==> src/design/qdc_pkg.sv <==
// package: frame layout, register map and shared types of the quad converter update block
package qdc_pkg;

  // ****************************************
  // frame layout
  // ****************************************
  localparam int FRAME_BITS  = 24;
  localparam int CNT_W       = 5;
  localparam int POS_ADDR_HI = 23;
  localparam int POS_ADDR_LO = 22;
  localparam int POS_LD_HI   = 21;
  localparam int POS_LD_LO   = 20;
  localparam int POS_SEL_HI  = 18;
  localparam int POS_SEL_LO  = 17;
  localparam int POS_PD0     = 16;
  localparam int POS_PD2     = 14;
  localparam int POS_REF_HI  = 13;
  localparam int POS_REF_LO  = 12;
  localparam int CODE_W      = 16;
  localparam int NUM_CH      = 4;
  localparam int PD_W        = 3;

  localparam logic [CNT_W-1:0] LAST_BIT = 5'h17;
  localparam logic [1:0]       LD_WRITE = 2'h0;
  localparam logic [1:0]       LD_ONE   = 2'h1;
  localparam logic [1:0]       LD_ALL   = 2'h2;
  localparam logic [1:0]       LD_BCAST = 2'h3;
  localparam logic [PD_W-1:0]  PD_REF   = 3'h4;
  localparam logic [PD_W-1:0]  PD_1K    = 3'h5;
  localparam logic [PD_W-1:0]  PD_100K  = 3'h6;
  localparam logic [1:0]       REF_ON   = 2'h1;
  localparam logic [1:0]       REF_OFF  = 2'h2;

  // ****************************************
  // register map
  // ****************************************
  localparam logic [7:0] OFS_CTRL   = 8'h00;
  localparam logic [7:0] OFS_STATUS = 8'h04;
  localparam logic [7:0] OFS_BUF    = 8'h10;
  localparam logic [7:0] OFS_DAC    = 8'h20;
  localparam logic [7:0] OFS_BLK_M  = 8'hf0;
  localparam logic       CTRL_RST   = 1'b1;
  localparam int         ST_FRAMES  = 8;
  localparam int         ST_ABORTS  = 16;

  // ****************************************
  // types
  // ****************************************
  typedef struct packed {
    logic [PD_W-1:0]   pd;
    logic [CODE_W-1:0] code;
  } qdc_chan_t;

  typedef struct packed {
    logic sclk;
    logic sync_n;
    logic din;
  } qdc_link_t;

  typedef enum logic [1:0] {
    MODE_NORMAL,
    MODE_1K,
    MODE_100K,
    MODE_HIZ
  } qdc_mode_t;

endpackage : qdc_pkg

==> src/design/qdc_serial_update.sv <==
// serial frame decode, channel buffers, converter registers and register slave
//
// The AHB-Lite register port and the register addresses were chosen for this implementation.
`timescale 1ns/10ps

// Functional notes
// - after reset all converter registers are zero and outputs sit at zero-scale
// - reference is on after reset until a reference-change frame switches it
// - frame-driven updates happen at the 24th falling link clock edge
// - rising load strobe copies every buffer into its converter register together
// - a buffer not rewritten leaves its register unchanged after the strobe
// - enable pin high makes the block ignore all serial traffic
// - power-down bits sit at frame bits 16, 15 and 14
// - bit0 clear is normal; 101, 110, 111 select 1k, 100k, high-impedance
// - power-down settings travel through buffers and loads like data
// - a power-down setting never alters the stored converter code
// - frame bits 23 and 22 must equal the two strapped address pins unless both load bits are set (broadcast)
// - both load bits clear writes only the selected buffer, outputs untouched
// - load bits 10 write the buffer, then load all four registers
// - load bits 01 write the buffer and load only that channel
// - select bits 18 and 17 pick channel A to D for 00 to 11
// - frame sync rising before the 24th edge discards the whole frame
module qdc_serial_update (
  input  wire logic                    hclk,
  input  wire logic                    hresetn,
  input  wire logic                    hsel,
  input  wire logic [31:0]             haddr,
  input  wire logic [1:0]              htrans,
  input  wire logic                    hwrite,
  input  wire logic [2:0]              hsize,
  input  wire logic [31:0]             hwdata,
  input  wire logic                    hready,
  output logic                         hreadyout,
  output logic      [31:0]             hrdata,
  output logic                         hresp,
  input  wire qdc_pkg::qdc_link_t      link,
  input  wire logic                    port_en_n,
  input  wire logic                    async_load_strobe,
  input  wire logic                    dev_addr_pin_hi,
  input  wire logic                    dev_addr_pin_lo,
  output qdc_pkg::qdc_chan_t [3:0]     dac_reg,
  output qdc_pkg::qdc_mode_t [3:0]     out_mode,
  output logic                         ref_on
);
  import qdc_pkg::*;

  // ****************************************
  // pin synchronisation and edges
  // ****************************************
  localparam int           NPIN     = 7;
  localparam logic [NPIN-1:0] PIN_RST = 7'h60;

  logic [NPIN-1:0] pins_raw;
  logic [NPIN-1:0] pins_s;
  logic            sclk_s;
  logic            sync_n_s;
  logic            din_s;
  logic            en_off_s;
  logic            async_load_strobe_s;
  logic [1:0]      addr_pins_s;
  logic            sclk_q;
  logic            sync_n_q;
  logic            async_load_strobe_q;
  logic            sclk_fall;
  logic            sync_fall;
  logic            sync_rise;
  logic            async_load_strobe_rise;

  assign pins_raw = {link.sclk, link.sync_n, link.din, port_en_n, async_load_strobe,
                     dev_addr_pin_hi, dev_addr_pin_lo};

  qdc_sync2 #(.W(NPIN), .RST(PIN_RST)) u_sync (
    .hclk    (hclk),
    .hresetn (hresetn),
    .d_in    (pins_raw),
    .d_out   (pins_s)
  );

  assign sclk_s      = pins_s[6];
  assign sync_n_s    = pins_s[5];
  assign din_s       = pins_s[4];
  assign en_off_s    = pins_s[3];
  assign async_load_strobe_s      = pins_s[2];
  assign addr_pins_s = pins_s[1:0];

  always_ff @(posedge hclk or negedge hresetn) begin
    if (!hresetn) begin
      sclk_q   <= 1'b1;
      sync_n_q <= 1'b1;
      async_load_strobe_q   <= 1'b0;
    end else begin
      sclk_q   <= sclk_s;
      sync_n_q <= sync_n_s;
      async_load_strobe_q   <= async_load_strobe_s;
    end
  end

  assign sclk_fall = sclk_q & ~sclk_s;
  assign sync_fall = sync_n_q & ~sync_n_s;
  assign sync_rise = ~sync_n_q & sync_n_s;
  assign async_load_strobe_rise = ~async_load_strobe_q & async_load_strobe_s;

  // ****************************************
  // frame receiver
  // ****************************************
  typedef enum logic [1:0] {
    FS_IDLE,
    FS_SHIFT,
    FS_DONE
  } qdc_fstate_t;

  qdc_fstate_t            state_q;
  qdc_fstate_t            state_d;
  logic [FRAME_BITS-2:0]  shift_q;
  logic [FRAME_BITS-2:0]  shift_d;
  logic [CNT_W-1:0]       cnt_q;
  logic [CNT_W-1:0]       cnt_d;
  logic                   ctrl_en_q;
  logic                   frame_start;
  logic                   abort;
  logic                   exec;

  assign frame_start = (state_q == FS_IDLE) & sync_fall & ~en_off_s & ctrl_en_q;
  assign abort       = (state_q == FS_SHIFT) & (sync_rise | en_off_s);
  assign exec        = (state_q == FS_SHIFT) & ~abort & sclk_fall & (cnt_q == LAST_BIT);

  always_comb begin
    state_d = state_q;
    shift_d = shift_q;
    cnt_d   = cnt_q;
    case (state_q)
      FS_IDLE: begin
        if (frame_start) begin
          state_d = FS_SHIFT;
          shift_d = '0;
          cnt_d   = '0;
        end
      end
      FS_SHIFT: begin
        if (abort) begin
          state_d = FS_IDLE;
          shift_d = '0;
        end else if (exec) begin
          state_d = FS_DONE;
        end else if (sclk_fall) begin
          shift_d = {shift_q[FRAME_BITS-3:0], din_s};
          cnt_d   = cnt_q + 5'h01;
        end
      end
      FS_DONE: begin
        if (sync_rise | en_off_s) begin
          state_d = FS_IDLE;
        end
      end
      default: state_d = FS_IDLE;
    endcase
  end

  always_ff @(posedge hclk or negedge hresetn) begin
    if (!hresetn) begin
      state_q <= FS_IDLE;
      shift_q <= '0;
      cnt_q   <= '0;
    end else begin
      state_q <= state_d;
      shift_q <= shift_d;
      cnt_q   <= cnt_d;
    end
  end

  // ****************************************
  // frame decode
  // ****************************************
  logic [FRAME_BITS-1:0] frm;
  logic [1:0]            frm_addr;
  logic [1:0]            frm_ld;
  logic [1:0]            frm_sel;
  logic [PD_W-1:0]       frm_pd;
  logic [1:0]            frm_ref;
  logic [CODE_W-1:0]     frm_code;
  logic                  bcast;
  logic                  exec_ok;
  logic                  ref_cmd;
  logic                  wr_buf;
  logic                  load_all;
  logic                  load_one;

  assign frm      = {shift_q, din_s};
  assign frm_addr = frm[POS_ADDR_HI:POS_ADDR_LO];
  assign frm_ld   = frm[POS_LD_HI:POS_LD_LO];
  assign frm_sel  = frm[POS_SEL_HI:POS_SEL_LO];
  assign frm_pd   = frm[POS_PD0:POS_PD2];
  assign frm_ref  = frm[POS_REF_HI:POS_REF_LO];
  assign frm_code = frm[CODE_W-1:0];
  assign bcast    = (frm_ld == LD_BCAST);
  assign exec_ok  = exec & (bcast | (frm_addr == addr_pins_s));
  assign ref_cmd  = exec_ok & (frm_pd == PD_REF);
  assign wr_buf   = exec_ok & ~ref_cmd & (~bcast | frm_sel[1]);
  assign load_all = exec_ok & ~ref_cmd & ((frm_ld == LD_ALL) | bcast);
  assign load_one = exec_ok & ~ref_cmd & (frm_ld == LD_ONE);

  function automatic qdc_mode_t pd_decode(input logic [PD_W-1:0] pd);
    qdc_mode_t m;
    m = MODE_HIZ;
    if (!pd[PD_W-1]) begin
      m = MODE_NORMAL;
    end else if (pd == PD_1K) begin
      m = MODE_1K;
    end else if (pd == PD_100K) begin
      m = MODE_100K;
    end
    return m;
  endfunction : pd_decode

  // ****************************************
  // buffers and converter registers
  // ****************************************
  qdc_chan_t [NUM_CH-1:0] buf_q;
  qdc_chan_t [NUM_CH-1:0] buf_d;
  qdc_chan_t [NUM_CH-1:0] dac_d;
  logic      [NUM_CH-1:0] load_ch;
  logic      [NUM_CH*CODE_W-1:0] dac_codes;
  logic      ref_on_d;

  for (genvar i = 0; i < NUM_CH; i++) begin : g_ch
    logic hit;
    assign hit = bcast | (frm_sel == 2'(i));
    always_comb begin
      buf_d[i] = buf_q[i];
      if (wr_buf & hit) begin
        buf_d[i].pd = frm_pd;
        if (!frm_pd[PD_W-1]) begin
          buf_d[i].code = frm_code;
        end
      end
    end
    assign load_ch[i] = async_load_strobe_rise | load_all | (load_one & hit);
    assign dac_d[i]   = load_ch[i] ? buf_d[i] : dac_reg[i];
    assign dac_codes[i*CODE_W +: CODE_W] = dac_reg[i].code;

    always_ff @(posedge hclk or negedge hresetn) begin
      if (!hresetn) begin
        buf_q[i]    <= '0;
        dac_reg[i]  <= '0;
        out_mode[i] <= MODE_NORMAL;
      end else begin
        buf_q[i]    <= buf_d[i];
        dac_reg[i]  <= dac_d[i];
        out_mode[i] <= pd_decode(dac_d[i].pd);
      end
    end
  end

  assign ref_on_d = (ref_cmd & (frm_ref == REF_ON))  ? 1'b1 :
                    (ref_cmd & (frm_ref == REF_OFF)) ? 1'b0 : ref_on;

  always_ff @(posedge hclk or negedge hresetn) begin
    if (!hresetn) begin
      ref_on <= 1'b1;
    end else begin
      ref_on <= ref_on_d;
    end
  end

  // ****************************************
  // register slave
  // ****************************************
  logic [7:0]  frames_q;
  logic [7:0]  aborts_q;
  logic        wr_pend_q;
  logic [7:0]  wr_addr_q;
  logic        a_ok;
  logic [7:0]  a_ofs;
  logic [31:0] status_w;
  logic [31:0] rd_mux;
  logic        ctrl_wr;

  assign a_ok     = hsel & htrans[1] & hready;
  assign a_ofs    = haddr[7:0];
  assign status_w = {8'h00, aborts_q, frames_q, 5'h00, ~en_off_s, (state_q != FS_IDLE), ref_on};
  assign rd_mux   = (a_ofs == OFS_CTRL)   ? {31'h0, ctrl_en_q} :
                    (a_ofs == OFS_STATUS) ? status_w :
                    ((a_ofs & OFS_BLK_M) == OFS_BUF) && (a_ofs[1:0] == 2'h0) ?
                      {13'h0, buf_q[a_ofs[3:2]]} :
                    ((a_ofs & OFS_BLK_M) == OFS_DAC) && (a_ofs[1:0] == 2'h0) ?
                      {13'h0, dac_reg[a_ofs[3:2]]} : 32'h0;
  assign ctrl_wr  = wr_pend_q & (wr_addr_q == OFS_CTRL);
  assign hreadyout = 1'b1;
  assign hresp     = 1'b0;

  always_ff @(posedge hclk or negedge hresetn) begin
    if (!hresetn) begin
      wr_pend_q <= 1'b0;
      wr_addr_q <= '0;
      hrdata    <= '0;
    end else begin
      wr_pend_q <= a_ok & hwrite;
      wr_addr_q <= a_ofs;
      hrdata    <= (a_ok & ~hwrite) ? rd_mux : 32'h0;
    end
  end

  always_ff @(posedge hclk or negedge hresetn) begin
    if (!hresetn) begin
      ctrl_en_q <= CTRL_RST;
      frames_q  <= '0;
      aborts_q  <= '0;
    end else begin
      ctrl_en_q <= ctrl_wr ? hwdata[0] : ctrl_en_q;
      frames_q  <= frames_q + 8'(exec_ok);
      aborts_q  <= aborts_q + 8'(abort);
    end
  end

  logic [CNT_W-1:0] chk_falls_q;
  always_ff @(posedge hclk or negedge hresetn) begin
    if (!hresetn) begin
      chk_falls_q <= '0;
    end else begin
      chk_falls_q <= sync_fall ? '0 : chk_falls_q + CNT_W'(sclk_fall & ~sync_n_s & ~&chk_falls_q);
    end
  end
endmodule : qdc_serial_update

==> src/design/qdc_sync2.sv <==
// two-flop synchroniser for a group of pin levels
`timescale 1ns/10ps
module qdc_sync2 #(
  parameter int           W   = 1,
  parameter logic [W-1:0] RST = '0
) (
  input  wire logic         hclk,
  input  wire logic         hresetn,
  input  wire logic [W-1:0] d_in,
  output logic      [W-1:0] d_out
);

  logic [W-1:0] meta_q;

  if (W < 1) begin : g_bad_width
    $error("qdc_sync2: width must be at least one");
  end

  always_ff @(posedge hclk or negedge hresetn) begin
    if (!hresetn) begin
      meta_q <= RST;
      d_out  <= RST;
    end else begin
      meta_q <= d_in;
      d_out  <= meta_q;
    end
  end

endmodule : qdc_sync2

==> config.mk <==
export PLATFORM = sky130hd
export DESIGN_NAME = qdc_serial_update
export DESIGN_NICKNAME = d
export VERILOG_FILES = /design/src/design/qdc_pkg.sv /design/src/design/qdc_serial_update.sv /design/src/design/qdc_sync2.sv
export SDC_FILE = /design/constraint.sdc
export NUM_CORES = 1
export LEC_CHECK = 0
export BUFFER_PORTS_ARGS = -buffer_cell sky130_fd_sc_hd__buf_2
export CORE_ASPECT_RATIO = 1.75
export CORE_MARGIN = 3
export CORE_UTILIZATION = 24
export CTS_CLUSTER_DIAMETER = 150
export CTS_CLUSTER_SIZE = 14
export DETAILED_ROUTE_END_ITERATION = 6
export GPL_ROUTABILITY_DRIVEN = 0
export SLEW_MARGIN = 0
export SYNTH_ARGS = -nofsm -noshare
export SYNTH_HDL_FRONTEND = slang
export SYNTH_SLANG_ARGS = --single-unit
==> constraint.sdc <==
create_clock -name hclk -period 2.2 [get_ports hclk]
set_input_delay 0.11 -clock hclk [delete_from_list [all_inputs] [get_ports hclk]]
set_output_delay 0.11 -clock hclk [all_outputs]
set_load 0.01 [all_outputs]
Word-level counts from Yosys, hierarchy flattened
Cells that the tools add are included.

storage, ports and cells
  flip-flop bits (word level) = 258
  bits of input ports = 81
  output and inout port bits = 119
  word-level logic and storage cells = 188

operators by class
  add/subtract/negate cells = 3
  magnitude comparators = 1
  eq/ne operators = 32
  mux-type cells = 50
  bitwise gates (word level) = 54
  reduce and logical (&&, ||, !) cells = 13

operators with widths
  cell                count
  $mux 19             12
  $mux 23             4
  $bmux 19 s2         2
  $mux 24             3
  $mux 16             4
  $pmux 23 s2         1
  $and 1x1->1         32
  $eq 3x3->1 const B  9
  $mux 2              12
  $mux 5              4
  $add 8x1->8         2
  $logic_not 8->1     2
  $or 1x1->1          13
  $eq 2x2->1 const B  6
  $ne 2x2->1 const B  5
  $pmux 5 s2          1
  $ne 3x3->1 const B  3
  $not 1->1           9
  $eq 2x1->1 const B  4
  $eq 8x3->1 const B  1
  $logic_not 2->1     3
  $mux 1              6
  $pmux 2 s3          1
  $reduce_bool 2->1   3
  10 further kinds    11

Longest topological paths before layout
  depth after elaboration = 20
  depth in mapped cells = 10
  mapped depth without buffers = 9

Modules after synthesis
A second synthesis with hierarchy kept.

second synthesis, totals
  cell total of the unflattened synthesis = 787
  area, all modules = 11378.4 sq um

by module, submodules not included
  module             instances  cells each  area an instance (sq um)
  qdc_serial_update  1          773         11023.1
  qdc_sync2          1          14          355.3

Worst setup path after synthesis
No wires, ideal clock.

  path kind = register -> register
  start point = reg sync_n_q
  end point = reg frames_q[6]
  library setup time = 0.079 ns
  data arrival time = 2.229 ns
  required time = 2.121 ns
  slack = -0.108 ns
  stages on the path, launching flop included = 10
  path buffers = 1
  clock period less this slack = 2.308 ns
  path through = dfstp_2 -> and2b_1 -> nor3_4 -> clkbuf_1 -> and3_1 -> ha_1 -> ha_1 -> nand3_1 -> nor2_1 -> xor2_1

between the ends
  word-level cells in the longest chain between the ends = 10

RTL lines
  what                       RTL line                  text
  start, declared            qdc_serial_update.sv:62   logic sync_n_q;
  start signal, assigned     qdc_serial_update.sv:93   sync_n_q <= sync_n_s;
  $not 1->1                  qdc_serial_update.sv:100  assign sync_rise = ~sync_n_q & sync_n_s;
  $and 1x1->1                qdc_serial_update.sv:100
  $or 1x1->1                 qdc_serial_update.sv:124  assign abort = (state_q == FS_SHIFT) & (sync_rise | en_off_s);
  $and 1x1->1                qdc_serial_update.sv:124
  $not 1->1                  qdc_serial_update.sv:125  assign exec = (state_q == FS_SHIFT) & ~abort & sclk_fall & (cnt_q == LAST_BIT);
  $and 1x1->1 (3 in series)  qdc_serial_update.sv:125
  $and 1x1->1                qdc_serial_update.sv:196  assign exec_ok = exec & (bcast | (frm_addr == addr_pins_s));
  $add 8x1->8                qdc_serial_update.sv:310  frames_q <= frames_q + 8'(exec_ok);
  end signal, assigned       qdc_serial_update.sv:310
  end, declared              qdc_serial_update.sv:268  logic [7:0] frames_q;

No other way between the ends.
A chain may end at the register's enable or synchronous reset.

==> impl_metrics.sql <==
INSERT INTO impl_metrics (metric_group, metric, value, unit) VALUES
('outcome', 'status', 'complete, but fails checks', ''),
('outcome', 'violations_in_the_final_reports', 'setup timing', ''),
('timing', 'whs', '0.1144', 'ns'),
('clocking', 'ctsLongestPathBuffers', '3', ''),
('synthesis', 'seq_area_frac_synth', '55.70', '%'),
('clocking', 'cts_max_level', '1', ''),
('timing', 'slew-limit-headroom', '61.22', '%'),
('timing', 'rsz0062_at_grt', 'true', ''),
('timing', 'worst-slew-pin-transition', '0.5756', 'ns'),
('placed_design', 'port_buffers', '130', ''),
('final_layout', 'area_delta_synth_final', '29.83', '%'),
('global_routing', 'grt-ovfl-total', '0', ''),
('global_routing', 'number_of_antenna_violations_at_the_first_check_in_global_routing', '0', ''),
('timing', 'finalSetupViolations', '47', ''),
('die', 'die_w', '172.3', 'µm'),
('synthesis', 'yosys.cell_types.count', '62', ''),
('drt', 'drt_pre_antenna_iters', '4', ''),
('global_routing', 'grt.total_usage', '12.50', '%'),
('clocking', 'cts_tree', 'built', ''),
('power_and_ir_drop', 'power.density', '606.2', 'mW/mm²'),
('setup_path', 'arrival_time_at_the_worst_endpoint', '2.72', 'ns'),
('setup_path', 'critical_path_start_end_classification', 'register to register', ''),
('die', 'io_pins', '200', ''),
('clocking', 'cts_sinks', '258', ''),
('drt', 'route.vias.total', '7522', ''),
('synthesis', 'synth_area_per_cell', '14.18', 'µm²'),
('final_layout', 'core_utilization_of_the_finished_layout', '31.57', '%'),
('timing', 'smallest_setup_slack_after_layout', '-0.1112', 'ns'),
('min_path', 'worstHoldPathType', 'primary input to register', ''),
('timing', 'timing.final.max_slew_violations', '0', ''),
('drt', 'route.detailed.drc', '0', ''),
('setup_path', 'critical_path.startpoint_type', 'register', ''),
('synthesis', 'edff_count_synth', '0', ''),
('synthesis', 'yosys_warnings', '0', ''),
('placed_design', 'dpl.cell_count', '1567', ''),
('drt', 'avgRoutedWirePerCell', '20.40', 'µm'),
('timing', 'max_freq', '0.4327', 'GHz'),
('drt', 'avgViaCountPerCell', '4.553', ''),
('final_layout', 'drive_above_1_share', '46.69', '%'),
('job', 'maxCapViolCount', '0', ''),
('final_layout', 'final_nets', '1128', ''),
('clocking', 'tritoncts.num_buffers', '22', ''),
('synthesis', 'synth_area', '0.01161', 'mm²'),
('setup_path', 'cp-end-kind', 'register', ''),
('global_routing', 'grt_start_max_net_pins', '65', ''),
('timing', 'post-route-min-period', '2.311', 'ns'),
('setup_path', 'critical_path_peak_fanout', '8', ''),
('drt', 'detail_route.iter0.violations', '354', ''),
('clocking', 'worst_setup_hold_path_clk_slew', '0.07', 'ns'),
('power_and_ir_drop', 'p_leak', '7.145', 'nW'),
('global_routing', 'wire_length_of_the_first_global_routing_pass', '49360', 'µm'),
('global_routing', 'first_global_vias', '8136', ''),
('final_layout', 'antenna_cells_inserted', '0', ''),
('synthesis', 'ys_ff_latch', '258', ''),
('synthesis', 'synth_cells', '819', ''),
('synthesis', 'synthArstFlopShare', '100.0', '%'),
('power_and_ir_drop', 'peakVddDrop', '0.5767', 'mV'),
('drt', 'totalWireLength', '33700', 'µm'),
('die', 'std_cell_rows', '106', ''),
('setup_path', 'worst_ep_required_time', '2.60', 'ns'),
('timing', 'clock_skew', '0.01521', 'ns'),
('die', 'floorplan.initialDensity', '24.32', '%'),
('synthesis', 'dominantRegCellSynth', 'dfrtp_1', ''),
('die', 'die_y', '297.0', 'µm'),
('timing', 'timing.final.crit_share', '105.1', '%'),
('clocking', 'clk-insertion-delay-late', '0.52', 'ns'),
('placed_design', 'dp_hpwl', '23260', 'µm'),
('drt', 'final_antenna_net_count', '0', ''),
('final_layout', 'number_of_cells_in_the_finished_layout_apart_from_fillers', '1652', ''),
('die', 'dieArea', '0.05115', 'mm²'),
('clocking', 'cts_root_buffer', 'clkbuf_16', ''),
('timing', 'finalHoldViolCount', '0', ''),
('die', 'placeableCoreArea', '0.04775', 'mm²');
[report_power, final]
group	switching [W]	internal (W)	leakage (nW)
logic	0.000319	0.000231	3.31
clock network	0.00177	0.00196	0.307
registers	0.0000487	0.00481	3.53
total	0.00214	0.00700	7.15
[critical path, stage by stage (launching register included)]
cell and delay (ns):
dfstp_2 0.52, and2b_2 0.26, buf_6 0.13, nor4_4 0.15
and4b_2 0.36, buf_12 0.18, mux2_4 0.32, mux2_4 0.26
[cell usage after synthesis (12+ instances only)]
library cell | number | share of area (%)
buf_2 | 12 | 0.52
dfrtp_1 | 250 | 54
inv_1 | 25 | 0.81
mux2_4 | 73 | 9.4
buf_4 | 20 | 1.3
nor2_1 | 18 | 0.58
a22oi_1 | 20 | 1.3
mux2_2 | 80 | 7.8
mux2i_1 | 18 | 1.6
clkbuf_1 | 12 | 0.39
nand2_1 | 60 | 1.9
mux4_2 | 38 | 7.4
a21oi_1 | 16 | 0.69
o21ai_0 | 40 | 1.7
[placed cells by master, fill, tap and decap left out, drive strengths merged, types with 19 or more instances in the layout]
master and count:
inv 26, mux2 153, mux4 38, nand2 61, a22oi 20, buf 226, dfrtp 250, nor2 19
clkbuf 45, o21ai 44
[cell families (layout without fill, tap and decap cells)]
logic type	count (synthesis)	count (layout)	synth area share, %
other cells	2	10	0.06469
buf+inv	83	314	4.235
simple gates	144	144	6.747
flops	258	258	55.70
fa+ha+maj	5	5	0.5389
compound gates	104	104	5.539
mux	209	209	26.12
xor+xnor	14	14	1.056
[cell type report]
type | count | area [µm²]
clock buffers | 39 | 635.6
repair buffers | 249 | 2056
multi-input cells | 486 | 5069
flip-flops and latches | 258 | 6467
well taps | 594 | 743.2
fillers | 4752 | 32670
inverters | 25 | 93.84
clock inverters | 1 | 8.758
[per-layer routing]
| layer | global-route usage (%) | wire length [µm] | vias up | part of all wire (%) |
|---|---|---|---|---|
| li1 | - | - | 3372 | - |
| met1 | 14.17 | 12770 | 3908 | 38 |
| met2 | 23.47 | 18350 | 180 | 54 |
| met3 | 1.877 | 1448 | 62 | 4.3 |
| met4 | 4.148 | 1131 | 0 | 3.4 |
| met5 | 0 | 0 | - | 0 |
[final timing paths]
kind,startpoint,endpoint,slack [ns],cells past startpoint
min,haddr[2],wr_addr_q[2]$_DFF_PN0_,0.11,2
min in group asynchronous,hresetn,hrdata[10]$_DFF_PN0_,0.12,2
min reg2reg,u_sync.meta_q[1]$_DFF_PN0_,u_sync.d_out[1]$_DFF_PN0_,0.35,0
max reg2reg,sync_n_q$_DFF_PN1_,dac_reg[47]$_DFFE_PN0N_,-0.11,7
max in group asynchronous,hresetn,u_sync.meta_q[6]$_DFF_PN1_,1.28,3
max,sync_n_q$_DFF_PN1_,dac_reg[47]$_DFFE_PN0N_,-0.11,7
[stage by stage]
stage	setup TNS [ns]	area, µm²	setup WS, ns	power [W]
finish	-2.156	15070	-0.1112	0.009137
CTS	-2.763	14520	-0.1112	0.009229
detailed placement	-4.382	13490	-0.1774	0.005415
floorplan	-0.02996	11640	-0.02996	0.005146
global placement	-2.779	13490	-0.1285	0.005405
global route	-5.937	15070	-0.1537	0.009514
[what timing repair did]
action / CTS / global route
gates resized for setup: 38 / 93
cloned: 1 / 7
buffers inserted: 8 / 16
endpoints found under the hold margin: 116 / 0
pin swaps: 3 / 13
setup endpoints to repair: 64 / 113
hold buffers: 17 / 0
Power figures use the tool's default switching activity.
